### config.mk
export PLATFORM = sky130hd
export DESIGN_NAME = fdc_fm_path
export DESIGN_NICKNAME = d
export VERILOG_FILES = /design/src/inc/fdc_pkg.sv /design/src/verilog/fdc_crc16.sv /design/src/verilog/fdc_fm_path.sv
export SDC_FILE = /design/constraint.sdc
export NUM_CORES = 1
export LEC_CHECK = 0
export BUFFER_PORTS_ARGS = -buffer_cell sky130_fd_sc_hd__buf_2
export CAP_MARGIN = 20
export CORE_MARGIN = 2
export CORE_UTILIZATION = 55
export CTS_CLUSTER_DIAMETER = 120
export CTS_CLUSTER_SIZE = 25
export DETAILED_ROUTE_END_ITERATION = 12
export PLACE_DENSITY = 0.74
export SYNTH_ARGS = -nofsm -noshare
export SYNTH_HDL_FRONTEND = slang
export SYNTH_SLANG_ARGS = --single-unit
### constraint.sdc
create_clock -name clock -period 4 [get_ports clock]
set_input_delay 0.2 -clock clock [delete_from_list [all_inputs] [get_ports clock]]
set_output_delay 0.2 -clock clock [all_outputs]
set_load 0.05 [all_outputs]
### src/inc/fdc_pkg.sv
package fdc_pkg;
   // register indices on the plain port
   localparam logic [2:0] REG_CTRL = 3'h0;
   localparam logic [2:0] REG_STAT = 3'h1;
   localparam logic [2:0] REG_TXD  = 3'h2;
   localparam logic [2:0] REG_RXD  = 3'h3;
   localparam logic [2:0] REG_IRQ  = 3'h4;
   localparam logic [2:0] REG_MASK = 3'h5;
   localparam logic [2:0] REG_SEL  = 3'h6;
   // control register fields
   localparam int CTL_DIR   = 0;
   localparam int CTL_STEP  = 1;
   localparam int CTL_READ  = 2;
   localparam int CTL_WRITE = 3;
   localparam int CTL_CRC   = 4;
   // status register fields
   localparam int ST_READY  = 0;
   localparam int ST_TRK0   = 1;
   localparam int ST_SECT   = 2;
   localparam int ST_LOCK   = 3;
   localparam int ST_MIS    = 4;
   localparam int ST_RXFULL = 5;
   localparam int ST_TXEMPT = 6;
   localparam int ST_BUSY   = 7;
   // interrupt status and mask fields
   localparam int IRQ_RX   = 0;
   localparam int IRQ_TX   = 1;
   localparam int IRQ_SECT = 2;
   localparam int IRQ_CRC  = 3;
   localparam int IRQ_W    = 4;
   // reset values and sizes
   localparam logic [7:0]  CTRL_RST   = 8'h00;
   localparam logic [3:0]  SEL_RST    = 4'h0;
   localparam logic [3:0]  MASK_RST   = 4'h0;
   localparam logic [15:0] CRC_PRESET = 16'hFFFF;
   localparam logic [15:0] CRC_POLY   = 16'h1021;
   localparam logic [3:0]  BYTE_LAST  = 4'h7;
   localparam logic [3:0]  CRC_LAST   = 4'hF;
   localparam int          SYNC_N     = 6;
   // serializer states
   typedef enum logic [2:0] {
      W_IDLE = 3'b001,
      W_DATA = 3'b010,
      W_CRC  = 3'b100
   } fdc_wst_e;
endpackage

### src/verilog/fdc_crc16.sv
`timescale 1ns/10ps
`default_nettype none
module fdc_crc16 (
   // clock and reset
   input  wire logic        clock,
   input  wire logic        rst,
   input  wire logic        ce,
   // bit stream
   input  wire logic        init,
   input  wire logic        step,
   input  wire logic        bit_in,
   // running check word
   output logic [15:0]      crc
);
   logic [15:0] crc_q;
   logic [15:0] crc_d;
   logic        fb;

   // msb first; feeding the stored word back leaves zero
   assign fb    = crc_q[15] ^ bit_in;
   assign crc_d = init ? fdc_pkg::CRC_PRESET :
                  step ? ({crc_q[14:0], 1'b0} ^ (fb ? fdc_pkg::CRC_POLY : 16'h0000)) : crc_q;
   assign crc   = crc_q;

   // one shift per accepted bit
   always_ff @(posedge clock or posedge rst) begin
      if (rst) begin
         crc_q <= fdc_pkg::CRC_PRESET;
      end else if (ce) begin
         crc_q <= crc_d;
      end
   end
endmodule
`default_nettype wire

### src/verilog/fdc_fm_path.sv
// Contract
// - on write, compute 16-bit check word and send it right after data
// - on read, recompute check word over data and recorded check word
// - a check mismatch sets a flag the host reads
// - write emits a clock half before each data half; read splits them
// - bytes serialize for writing and deserialize on reading
// - ready, outer cylinder, sector pulse, locked, mismatch readable as status
// - host drives direction, step, four select lines, read, write, check gate
// - select lines let up to sixteen drives attach
// - check word runs during both read and write
//
// The register addresses and the address-and-strobe port were decided locally.
`timescale 1ns/10ps
`default_nettype none
module fdc_fm_path #(
   parameter int SEL_W = 4
) (
   // clock, reset, enable
   input  wire logic             clock,
   input  wire logic             rst,
   input  wire logic             ce,
   // register port
   input  wire logic [2:0]       addr,
   input  wire logic [7:0]       wdata,
   input  wire logic             wr,
   input  wire logic             rd,
   output logic [7:0]            rdata,
   // drive status pins
   input  wire logic             drv_ready,
   input  wire logic             drv_track0,
   input  wire logic             sector_pulse_sense,
   input  wire logic             drv_locked,
   // serial link
   input  wire logic             link_clk,
   input  wire logic             fm_rd,
   output logic                  fm_wr,
   // drive control pins
   output logic                  seek_dir,
   output logic                  head_step,
   output logic [SEL_W-1:0]      drive_sel,
   output logic                  rd_gate,
   output logic                  wr_gate,
   output logic                  crc_gate,
   // interrupt
   output logic                  irq
);
   // the logic is sized for exactly four select lines
   if (SEL_W != 4) begin : g_chk
      $error("SEL_W must be 4");
   end

   // register hit decode, used for both strobes
   function automatic logic hit(input logic [2:0] a, input logic [2:0] r);
      return a == r;
   endfunction

   logic [7:0]             ctrl_q;
   logic [SEL_W-1:0]       sel_q;
   logic [fdc_pkg::IRQ_W-1:0] mask_q;
   logic [fdc_pkg::IRQ_W-1:0] ist_q;
   logic [fdc_pkg::IRQ_W-1:0] ist_d;
   logic [fdc_pkg::IRQ_W-1:0] ev;
   logic [7:0]             txd_q;
   logic                   tx_full_q;
   logic [7:0]             rxd_q;
   logic                   rx_full_q;
   logic                   mis_q;
   logic [7:0]             rdata_q;
   logic [7:0]             rd_mux;
   logic [7:0]             stat;
   logic [fdc_pkg::SYNC_N-1:0] s1_q;
   logic [fdc_pkg::SYNC_N-1:0] s2_q;
   logic [fdc_pkg::SYNC_N-1:0] pins;
   logic                   lnk_q;
   logic                   sect_q;
   logic                   crc_en_q;
   logic                   rd_act_q;
   logic                   tick;
   logic                   sect_rise;
   logic                   rd_act;
   logic                   wr_act;
   logic                   crc_rise;
   logic                   crc_fall;
   logic                   rd_start;
   logic                   wr_ctrl;
   logic                   wr_sel;
   logic                   wr_txd;
   logic                   wr_mask;
   logic                   rd_rxd;
   logic                   rd_irq;
   // serializer
   fdc_pkg::fdc_wst_e      wst_q;
   fdc_pkg::fdc_wst_e      wst_d;
   logic [15:0]            wsh_q;
   logic [3:0]             wcnt_q;
   logic                   wph_q;
   logic                   snap_q;
   logic                   fm_wr_q;
   logic                   w_tick;
   logic                   w_last;
   logic                   tx_ld;
   logic                   w_step;
   // deserializer
   logic [7:0]             rsh_q;
   logic [3:0]             rcnt_q;
   logic                   rph_q;
   logic                   seen_q;
   logic                   rbit;
   logic                   r_stb;
   logic                   rx_done;
   // check word
   logic [15:0]            crc;
   logic                   crc_step;
   logic                   crc_bit;
   logic                   mis_set;

   // two flops per pin; only the second stage is read
   assign pins = {link_clk, fm_rd, drv_locked, sector_pulse_sense, drv_track0, drv_ready};
   for (genvar i = 0; i < fdc_pkg::SYNC_N; i++) begin : g_sync
      always_ff @(posedge clock or posedge rst) begin
         if (rst) begin
            s1_q[i] <= 1'b0;
            s2_q[i] <= 1'b0;
         end else if (ce) begin
            s1_q[i] <= pins[i];
            s2_q[i] <= s1_q[i];
         end
      end
   end

   // strobe decode
   assign wr_ctrl = wr & hit(addr, fdc_pkg::REG_CTRL);
   assign wr_sel  = wr & hit(addr, fdc_pkg::REG_SEL);
   assign wr_txd  = wr & hit(addr, fdc_pkg::REG_TXD);
   assign wr_mask = wr & hit(addr, fdc_pkg::REG_MASK);
   assign rd_rxd  = rd & hit(addr, fdc_pkg::REG_RXD);
   assign rd_irq  = rd & hit(addr, fdc_pkg::REG_IRQ);

   // edges of link clock, sector pulse and gates
   assign tick      = s2_q[5] & ~lnk_q;
   assign sect_rise = s2_q[2] & ~sect_q;
   assign rd_act    = ctrl_q[fdc_pkg::CTL_READ] & ~ctrl_q[fdc_pkg::CTL_WRITE];
   assign wr_act    = ctrl_q[fdc_pkg::CTL_WRITE];
   assign crc_rise  = ctrl_q[fdc_pkg::CTL_CRC] & ~crc_en_q;
   assign crc_fall  = ~ctrl_q[fdc_pkg::CTL_CRC] & crc_en_q;
   assign rd_start  = rd_act & ~rd_act_q;

   // host-written control and drive choice
   always_ff @(posedge clock or posedge rst) begin
      if (rst) begin
         ctrl_q <= fdc_pkg::CTRL_RST;
         sel_q  <= fdc_pkg::SEL_RST;
         mask_q <= fdc_pkg::MASK_RST;
      end else if (ce) begin
         if (wr_ctrl) ctrl_q <= wdata;
         if (wr_sel) sel_q <= wdata[SEL_W-1:0];
         if (wr_mask) mask_q <= wdata[fdc_pkg::IRQ_W-1:0];
      end
   end

   // direct pin drive; a decoder outside forms sixteen selects
   assign seek_dir  = ctrl_q[fdc_pkg::CTL_DIR];
   assign head_step = ctrl_q[fdc_pkg::CTL_STEP];
   assign drive_sel = sel_q;
   assign rd_gate   = ctrl_q[fdc_pkg::CTL_READ];
   assign wr_gate   = ctrl_q[fdc_pkg::CTL_WRITE];
   assign crc_gate  = ctrl_q[fdc_pkg::CTL_CRC];

   // edge history
   always_ff @(posedge clock or posedge rst) begin
      if (rst) begin
         lnk_q    <= 1'b0;
         sect_q   <= 1'b0;
         crc_en_q <= 1'b0;
         rd_act_q <= 1'b0;
      end else if (ce) begin
         lnk_q    <= s2_q[5];
         sect_q   <= s2_q[2];
         crc_en_q <= ctrl_q[fdc_pkg::CTL_CRC];
         rd_act_q <= rd_act;
      end
   end

   // serializer control terms
   assign w_tick = tick & wr_act;
   assign w_last = w_tick & wph_q & (wcnt_q == 4'h0);
   assign tx_ld  = tx_full_q & ((w_tick & (wst_q == fdc_pkg::W_IDLE)) |
                               (w_last & (wst_q == fdc_pkg::W_DATA)));
   assign w_step = w_tick & wph_q & (wst_q == fdc_pkg::W_DATA) & crc_en_q;

   // next state; check word follows the last byte directly
   always_comb begin
      wst_d = wst_q;
      case (wst_q)
         fdc_pkg::W_IDLE: begin
            if (tx_ld) wst_d = fdc_pkg::W_DATA;
         end
         fdc_pkg::W_DATA: begin
            if (w_last & ~tx_full_q) wst_d = crc_en_q ? fdc_pkg::W_CRC : fdc_pkg::W_IDLE;
         end
         fdc_pkg::W_CRC: begin
            if (w_last) wst_d = fdc_pkg::W_IDLE;
         end
         default: wst_d = fdc_pkg::W_IDLE;
      endcase
      if (!wr_act) wst_d = fdc_pkg::W_IDLE;
   end

   // cell generator: clock half high, then data half
   always_ff @(posedge clock or posedge rst) begin
      if (rst) begin
         wst_q   <= fdc_pkg::W_IDLE;
         wsh_q   <= 16'h0000;
         wcnt_q  <= 4'h0;
         wph_q   <= 1'b0;
         snap_q  <= 1'b0;
         fm_wr_q <= 1'b0;
      end else if (ce) begin
         wst_q <= wst_d;
         if (!wr_act) begin
            fm_wr_q <= 1'b0;
            wph_q   <= 1'b0;
         end else if (tx_ld) begin
            wsh_q  <= {txd_q, 8'h00};
            wcnt_q <= fdc_pkg::BYTE_LAST;
            wph_q  <= 1'b0;
            if (wst_q == fdc_pkg::W_IDLE) fm_wr_q <= 1'b0;
            else fm_wr_q <= wsh_q[15];
         end else if (w_tick & (wst_q != fdc_pkg::W_IDLE)) begin
            wph_q <= ~wph_q;
            if (!wph_q) begin
               fm_wr_q <= 1'b1;
               // the word is taken one half late, after its last update
               if (snap_q) wsh_q <= crc;
               snap_q <= 1'b0;
            end else begin
               fm_wr_q <= wsh_q[15];
               wsh_q   <= {wsh_q[14:0], 1'b0};
               wcnt_q  <= wcnt_q - 4'h1;
               if (w_last & (wst_d == fdc_pkg::W_CRC)) begin
                  wcnt_q <= fdc_pkg::CRC_LAST;
                  snap_q <= 1'b1;
               end
            end
         end else if (w_tick) begin
            fm_wr_q <= 1'b0;
         end
      end
   end
   assign fm_wr = fm_wr_q;

   // deserializer: a pulse in the data half is a one
   assign rbit    = seen_q | s2_q[4];
   assign r_stb   = tick & rd_act & rph_q;
   assign rx_done = r_stb & (rcnt_q == fdc_pkg::BYTE_LAST);
   always_ff @(posedge clock or posedge rst) begin
      if (rst) begin
         rsh_q  <= 8'h00;
         rcnt_q <= 4'h0;
         rph_q  <= 1'b0;
         seen_q <= 1'b0;
      end else if (ce) begin
         if (rd_start) begin
            rcnt_q <= 4'h0;
            rph_q  <= 1'b0;
            seen_q <= 1'b0;
         end else if (tick & rd_act) begin
            rph_q  <= ~rph_q;
            seen_q <= 1'b0;
            if (rph_q) begin
               rsh_q  <= {rsh_q[6:0], rbit};
               rcnt_q <= rx_done ? 4'h0 : rcnt_q + 4'h1;
            end
         end else begin
            seen_q <= rbit;
         end
      end
   end

   // host holding registers; on both full flags a set beats a clear in the same cycle
   always_ff @(posedge clock or posedge rst) begin
      if (rst) begin
         txd_q     <= 8'h00;
         tx_full_q <= 1'b0;
         rxd_q     <= 8'h00;
         rx_full_q <= 1'b0;
      end else if (ce) begin
         if (wr_txd) txd_q <= wdata;
         tx_full_q <= wr_txd | (tx_full_q & ~tx_ld);
         if (rx_done) rxd_q <= {rsh_q[6:0], rbit};
         rx_full_q <= rx_done | (rx_full_q & ~rd_rxd);
      end
   end

   // check word engine shared by both directions
   assign crc_step = w_step | (r_stb & crc_en_q);
   assign crc_bit  = wr_act ? wsh_q[15] : rbit;
   fdc_crc16 u_crc (
      .clock  (clock),
      .rst    (rst),
      .ce     (ce),
      .init   (crc_rise),
      .step   (crc_step),
      .bit_in (crc_bit),
      .crc    (crc)
   );

   // residue checked when the host drops the gate after the stored word
   assign mis_set = crc_fall & rd_act & (crc != 16'h0000);
   always_ff @(posedge clock or posedge rst) begin
      if (rst) begin
         mis_q <= 1'b0;
      end else if (ce) begin
         if (mis_set) mis_q <= 1'b1;
         else if (crc_rise & rd_act) mis_q <= 1'b0;
      end
   end

   // sticky events, cleared by reading them
   assign ev    = {mis_set, sect_rise, tx_ld, rx_done};
   assign ist_d = ev | (ist_q & ~{fdc_pkg::IRQ_W{rd_irq}});
   always_ff @(posedge clock or posedge rst) begin
      if (rst) begin
         ist_q <= '0;
      end else if (ce) begin
         ist_q <= ist_d;
      end
   end
   assign irq = |(ist_q & mask_q);

   // status and read mux
   assign stat = {wst_q != fdc_pkg::W_IDLE, ~tx_full_q, rx_full_q, mis_q,
                  s2_q[3], s2_q[2], s2_q[1], s2_q[0]};
   assign rd_mux = hit(addr, fdc_pkg::REG_CTRL) ? ctrl_q :
                   hit(addr, fdc_pkg::REG_STAT) ? stat :
                   hit(addr, fdc_pkg::REG_TXD)  ? txd_q :
                   hit(addr, fdc_pkg::REG_RXD)  ? rxd_q :
                   hit(addr, fdc_pkg::REG_IRQ)  ? {4'h0, ist_q} :
                   hit(addr, fdc_pkg::REG_MASK) ? {4'h0, mask_q} :
                   hit(addr, fdc_pkg::REG_SEL)  ? {4'h0, sel_q} : 8'h00;
   // data stand one cycle only, zero otherwise
   always_ff @(posedge clock or posedge rst) begin
      if (rst) begin
         rdata_q <= 8'h00;
      end else if (ce) begin
         rdata_q <= rd ? rd_mux : 8'h00;
      end
   end
   assign rdata = rdata_q;
endmodule
`default_nettype wire

Yosys cells after proc, flatten, opt, wreduce, memory -nomap -nowiden
Cells that the tools add are included.
Word-level totals
  input bits: 22
  register bits after elaboration: 118
  output and inout bits: 19
Operators by class
  muxes and demuxes: 47
  bitwise gates (word level): 55
  add/sub/neg operators: 2
  reductions and logical operators: 26
  eq/ne operators: 15
Operator list (count)
  $mux W16: 6
  $mux W4: 11
  $mux W8: 5
  $and A1 B1 Y1: 32
  $reduce_and A2 Y1: 10
  $mux W1: 18
  $reduce_bool A16 Y1: 1
  $xor A16 B16 Y16: 1
  $eq A3 B3 Y1 const B: 5
  $mux W3: 5
  $mux W13: 1
  $not A1 Y1: 12
  $reduce_and A4 Y1: 3
  $reduce_bool A2 Y1: 6
  $eq A3 B2 Y1 const B: 3
  $pmux W3 S3: 1
  $and A4 B4 Y4: 2
  $eq A3 B1 Y1 const B: 2
  $ne A3 B1 Y1 const B: 2
  $or A1 B1 Y1: 5
  $reduce_and A5 Y1: 1
  $add A4 B1 Y4 const B: 1
  $eq A4 B3 Y1 const B: 1
  $logic_not A4 Y1: 1
  other kinds (10): 10

Longest topological paths before layout
  depth in word-level cells: 17
  mapped depth: 7

Hierarchy
Synthesis repeated with hierarchy kept, for this count alone.
Unflattened totals
  cell total of the unflattened synthesis: 503
  area total of the unflattened synthesis: 5809.3 um^2
Modules (own cells, without submodules)
  fdc_fm_path: area an instance 5108.6 um^2, instances 1, cells each 433
  fdc_crc16: area an instance 700.7 um^2, instances 1, cells each 70

Worst setup path before layout
Ideal clock, no wire load.
  path type: register to register
  start: reg ctrl_q[3]
  end: reg wcnt_q[3]
  arrival time: 1.872 ns
  stages on the path, launching flop included: 7
  clock period less this slack: 1.995 ns
  path buffers: 2
  slack: 2.005 ns
  data required time: 3.877 ns
  setup time: 0.123 ns
  cells stage by stage: dfrtp_1 > buf_2 > nand4b_1 > inv_1 > clkbuf_1 > nand3_1 > o221a_2
Between the ends
  longest elaborated chain between the ends: 15
  elaborated cells between the ends (all ways): 23
  those cells by class: 1 x eq/ne; 9 x mux; 10 x bitwise; 3 x reduce/logical
RTL lines
  start: declaration: line fdc_fm_path.sv:57  | logic [7:0] ctrl_q;
  start signal: assignment: line fdc_fm_path.sv:151  | ctrl_q <= fdc_pkg::CTRL_RST;
  start signal: assignment: line fdc_fm_path.sv:155  | if (wr_ctrl) ctrl_q <= wdata;
  $and A1 B1 Y1: line fdc_fm_path.sv:185  | assign w_tick = tick & wr_act;
  $and A1 B1 Y1 (2 in series): line fdc_fm_path.sv:186  | assign w_last = w_tick & wph_q & (wcnt_q == 4'h0);
  $and A1 B1 Y1: line fdc_fm_path.sv:188  | (w_last & (wst_q == fdc_pkg::W_DATA)));
  $or A1 B1 Y1: line fdc_fm_path.sv:187  | assign tx_ld = tx_full_q & ((w_tick & (wst_q == fdc_pkg::W_IDLE)) |
  $and A1 B1 Y1: line fdc_fm_path.sv:187
  $mux W3: line fdc_fm_path.sv:196  | if (tx_ld) wst_d = fdc_pkg::W_DATA;
  $pmux W3 S3: line fdc_fm_path.sv:194  | case (wst_q)
  $mux W3: line fdc_fm_path.sv:206  | if (!wr_act) wst_d = fdc_pkg::W_IDLE;
  $eq A3 B3 Y1: line fdc_fm_path.sv:240  | if (w_last & (wst_d == fdc_pkg::W_CRC)) begin
  $and A1 B1 Y1: line fdc_fm_path.sv:240
  $mux W4: line fdc_fm_path.sv:240
  $mux W4: line fdc_fm_path.sv:231  | if (!wph_q) begin
  $mux W4: line fdc_fm_path.sv:229  | end else if (w_tick & (wst_q != fdc_pkg::W_IDLE)) begin
  $mux W4: line fdc_fm_path.sv:223  | end else if (tx_ld) begin
  end signal: assignment: line fdc_fm_path.sv:225  | wcnt_q <= fdc_pkg::BYTE_LAST;
  end signal: assignment: line fdc_fm_path.sv:239  | wcnt_q <= wcnt_q - 4'h1;
  end signal: assignment: line fdc_fm_path.sv:241  | wcnt_q <= fdc_pkg::CRC_LAST;
  end: declaration: line fdc_fm_path.sv:95  | logic [3:0] wcnt_q;
Parallel ways exist; a longest one is shown, timed or not. The select of a mux whose other input is x is not followed.
A chain may end at the register's enable or synchronous reset.

Worst setup path after layout
  start: reg wcnt_q[0]
  end: reg wsh_q[3]
Between the ends
  longest elaborated chain between the ends: 7
  elaborated cells between the ends (all ways): 9
  those cells by class: 1 x mux; 4 x bitwise; 4 x reduce/logical
RTL lines
  $logic_not A4 Y1 *: line fdc_fm_path.sv:186
  $and A1 B1 Y1 *: line fdc_fm_path.sv:186
  $and A1 B1 Y1 *: line fdc_fm_path.sv:188
  $or A1 B1 Y1 *: line fdc_fm_path.sv:187
  $and A1 B1 Y1 *: line fdc_fm_path.sv:187
  $reduce_bool A3 Y1 (no line) / $reduce_bool A2 Y1 (equally long branches)
  $reduce_and A4 Y1 (no line)
  end signal: assignment: line fdc_fm_path.sv:224  | wsh_q <= {txd_q, 8'h00};
  end signal: assignment: line fdc_fm_path.sv:234  | if (snap_q) wsh_q <= crc;
  end signal: assignment: line fdc_fm_path.sv:238  | wsh_q <= {wsh_q[14:0], 1'b0};
  end: declaration: line fdc_fm_path.sv:94  | logic [15:0] wsh_q;
Mark *: on every way between the ends. The rest lies on a longest branch, timed or not.

==> summary.txt <==
Synth
  • Top cells by count, synth: dfrtp_1, nand2_1, mux2_2, mux2i_1, nor2_1
  • Cell variety after synth: 63
  • Main combinational cell family by area after synthesis: multiplexers
  • Post-synthesis compound-gate area fraction: 0.123
  • Yosys top cell area share: 0.436
  • Synth top area cells: dfrtp_1, mux2_2, dfstp_2
  • Post-synthesis simple-gate area fraction: 0.141
  • Post-synth EDFFs: 0
  • Top-count cell post-synth: dfrtp_1
  • Post-synthesis xor/xnor area fraction: 0.0108
  • Syn Nets: 557
  • Post-Synth Adder-Cell Area: 0.00647
  • Sequential share of the synthesized area: 0.513
  • Ys flop type: dfrtp_1
  • Syn Std Cell Area: just under 6000 µm²
  • Synth Register Bits: 118
  • Mapped Avg Cell Area: 10.9 µm²
  • Multiplexer share of the synthesized area: 0.161
  • Biggest area consumer among synthesized cells: dfrtp_1
  • Ys Warns: 0
  • Ys async rst share: 1.00
  • Cells after Synth: 532

Pwr
  • Power Density: 553 nW/µm²
  • Leak: roughly 3.3 nW
  • Peak supply drop: 407 µV

Clock network
  • CTS Buf Count: 17
  • Sink Count: ~120
  • Post-CTS sizing: 0
  • CTS Hold Bufs: 14
  • Post-CTS Setup Inserts: 0
  • CTS Buffer Depth: 2
  • Worst skew pair latency: 520 ps
  • Worst-path clk slew: 60 ps
  • Clock H-tree levels: 4
  • CTS root buffer: clkbuf_8
  • TritonCTS clock tree: done

STA
  • Final setup violation count: 0
  • Max-Slew Margin vs Limit: 0.332
  • Hold slack: 23.6 ps
  • Least-Margin Pin Slew: 998 ps
  • Fin. Hold Viols: 0
  • Sum Neg Setup Slack: 0 ps
  • Max Fclk: between 0.3 and 0.4 GHz
  • RSZ-0062 raised after global routing: no
  • Max-slew violations: 0
  • Final Cycle Share: 0.633
  • Min Tclk post-route: ~2500 ps
  • Clock skew: 5.16 ps

Placement
  • Post-DP HPWL: 9.13 mm
  • Inst Count DP: 682
  • RePlAce Congestion: 0.885
  • Placement Cell Area: 6060 µm²
  • Port Buffers: 40

Critical path
  • Worst EP required: 4380 ps
  • Arr. time, crit path: 2920 ps
  • Setup CP Type: reg -> reg
  • Critical Path End Type: flop
  • Worst-path fanout max: 8
  • CP Launch Type: flop

Global route
  • GRT Residual Overflow: 0
  • Initial antenna violation count: 0
  • Number of global-route vias before repair: about 4400
  • First-pass GRT wire length: 22.7 mm
  • Largest net degree at the start of global routing: 80
  • Total track usage: 0.259

Drt
  • Drt initial violations: 222
  • Drt wl/cell: 18.7 µm
  • Remaining antenna violation count: 0
  • Vias per Instance: 5.88
  • Detailed Route WL: 13.6 mm
  • DR DRC count: 0
  • TritonRoute pass-1 iters: 4
  • Vias: 4280

Floorplan
  • Initial Util: 0.565
  • DIE AREA: 11400 µm²
  • Die Ht: 107 µm
  • Total core area: slightly above 10000 µm²
  • Die Span X: 107 µm
  • Site Rows: 37
  • Io pins: 41

Final layout
  • ANT cells: 0
  • NumNets Final: 605
  • Layout area overhead: 16.8%
  • Non-filler cells, final: around 730
  • Fin area: ~6800 µm²
  • Final design utilization: 0.660
  • Layout cell share with drive strength beyond 1: 0.264

Worst hold path
  • Hold Path Class: in -> reg

Flow run
  • Max-Cap Viols: 0

Outcome
  • Outcome: completed
worst paths after layout:
check	startpoint	end	slack, ps	cells past startpoint
min in group asynchronous	rst	rsh_q[5]	100	3
max reg2reg	wcnt_q[0]	wsh_q[3]	1470	7
min reg2reg	wsh_q[14]	wsh_q[14]	480	2
max	wcnt_q[0]	wsh_q[3]	1470	7
max in group asynchronous	rst	ctrl_q[7]	3020	5
min	wdata[0]	ctrl_q[0]	20	2
per-stage QoR:
stage,total power [mW],worst slack [ps]
after floorplan,2.10,699
after global placement,2.26,1410
after detailed placement,2.31,1550
after CTS,3.76,1510
after global routing,3.91,1290
final,3.75,1470
flip-flops by register name (all words and copies together) (netlist names), 6 cells and up:
register and flops:
ctrl_q 8, u_crc.crc 16, rdata 8, s2_q 6, rxd_q 8, wsh_q 16, rsh_q 7, txd_q 8
s1_q 6
logic make-up after synthesis:
family | Yosys count
simple gates | 162
flops | 118
compound gates | 100
mux | 86
buf+inv | 59
xor+xnor | 4
fa+ha+maj | 3
worst max-delay path, cell delays in order (launching register included):
cell and delay, ps:
dfrtp_1 420, inv_1 110, ha_1 150, nand4bb_1 290, o21ai_0 710, buf_2 310, a21o_1 260, o21ai_0 140
cell usage in the layout (no fill, tap or decap), types with 16 or more instances in the layout:
cell type / netlist / layout
buf_2: 8 / 41
clkbuf_16: 0 / 16
dfrtp_1: 101 / 101
dfstp_2: 17 / 17
inv_1: 27 / 26
mux2_2: 47 / 47
mux2i_1: 38 / 38
nand2_1: 67 / 67
nor2_1: 30 / 30
o21ai_0: 23 / 23
power breakdown:
group          total, mW  switching, mW  leakage [nW]  internal [mW]
Combinational      0.693          0.419          1.59          0.274
Sequential          1.62          0.200          1.46           1.42
Clock               1.44          0.529         0.275          0.908
Total               3.75           1.15          3.33           2.60
cell type report:
| class | count | area (µm²) |
|---|---|---|
| fill | 792 | 3500 |
| multi-input combinational | 355 | 2570 |
| tap | 136 | 170 |
| clock inverter | 10 | 105 |
| timing repair buffer | 61 | 410 |
| sequential | 118 | 2970 |
| clock buffer | 21 | 449 |
| inverter | 27 | 104 |
metal layers:
layer  wire length [µm]  global-route usage  up-vias
li1                   -                   -     1993
met1               5950               0.335     2156
met2               6830               0.435      114
met3                665              0.0608       17
met4                204              0.0770        0
met5                  0                   0        -
(Power assumes the default switching activity.)
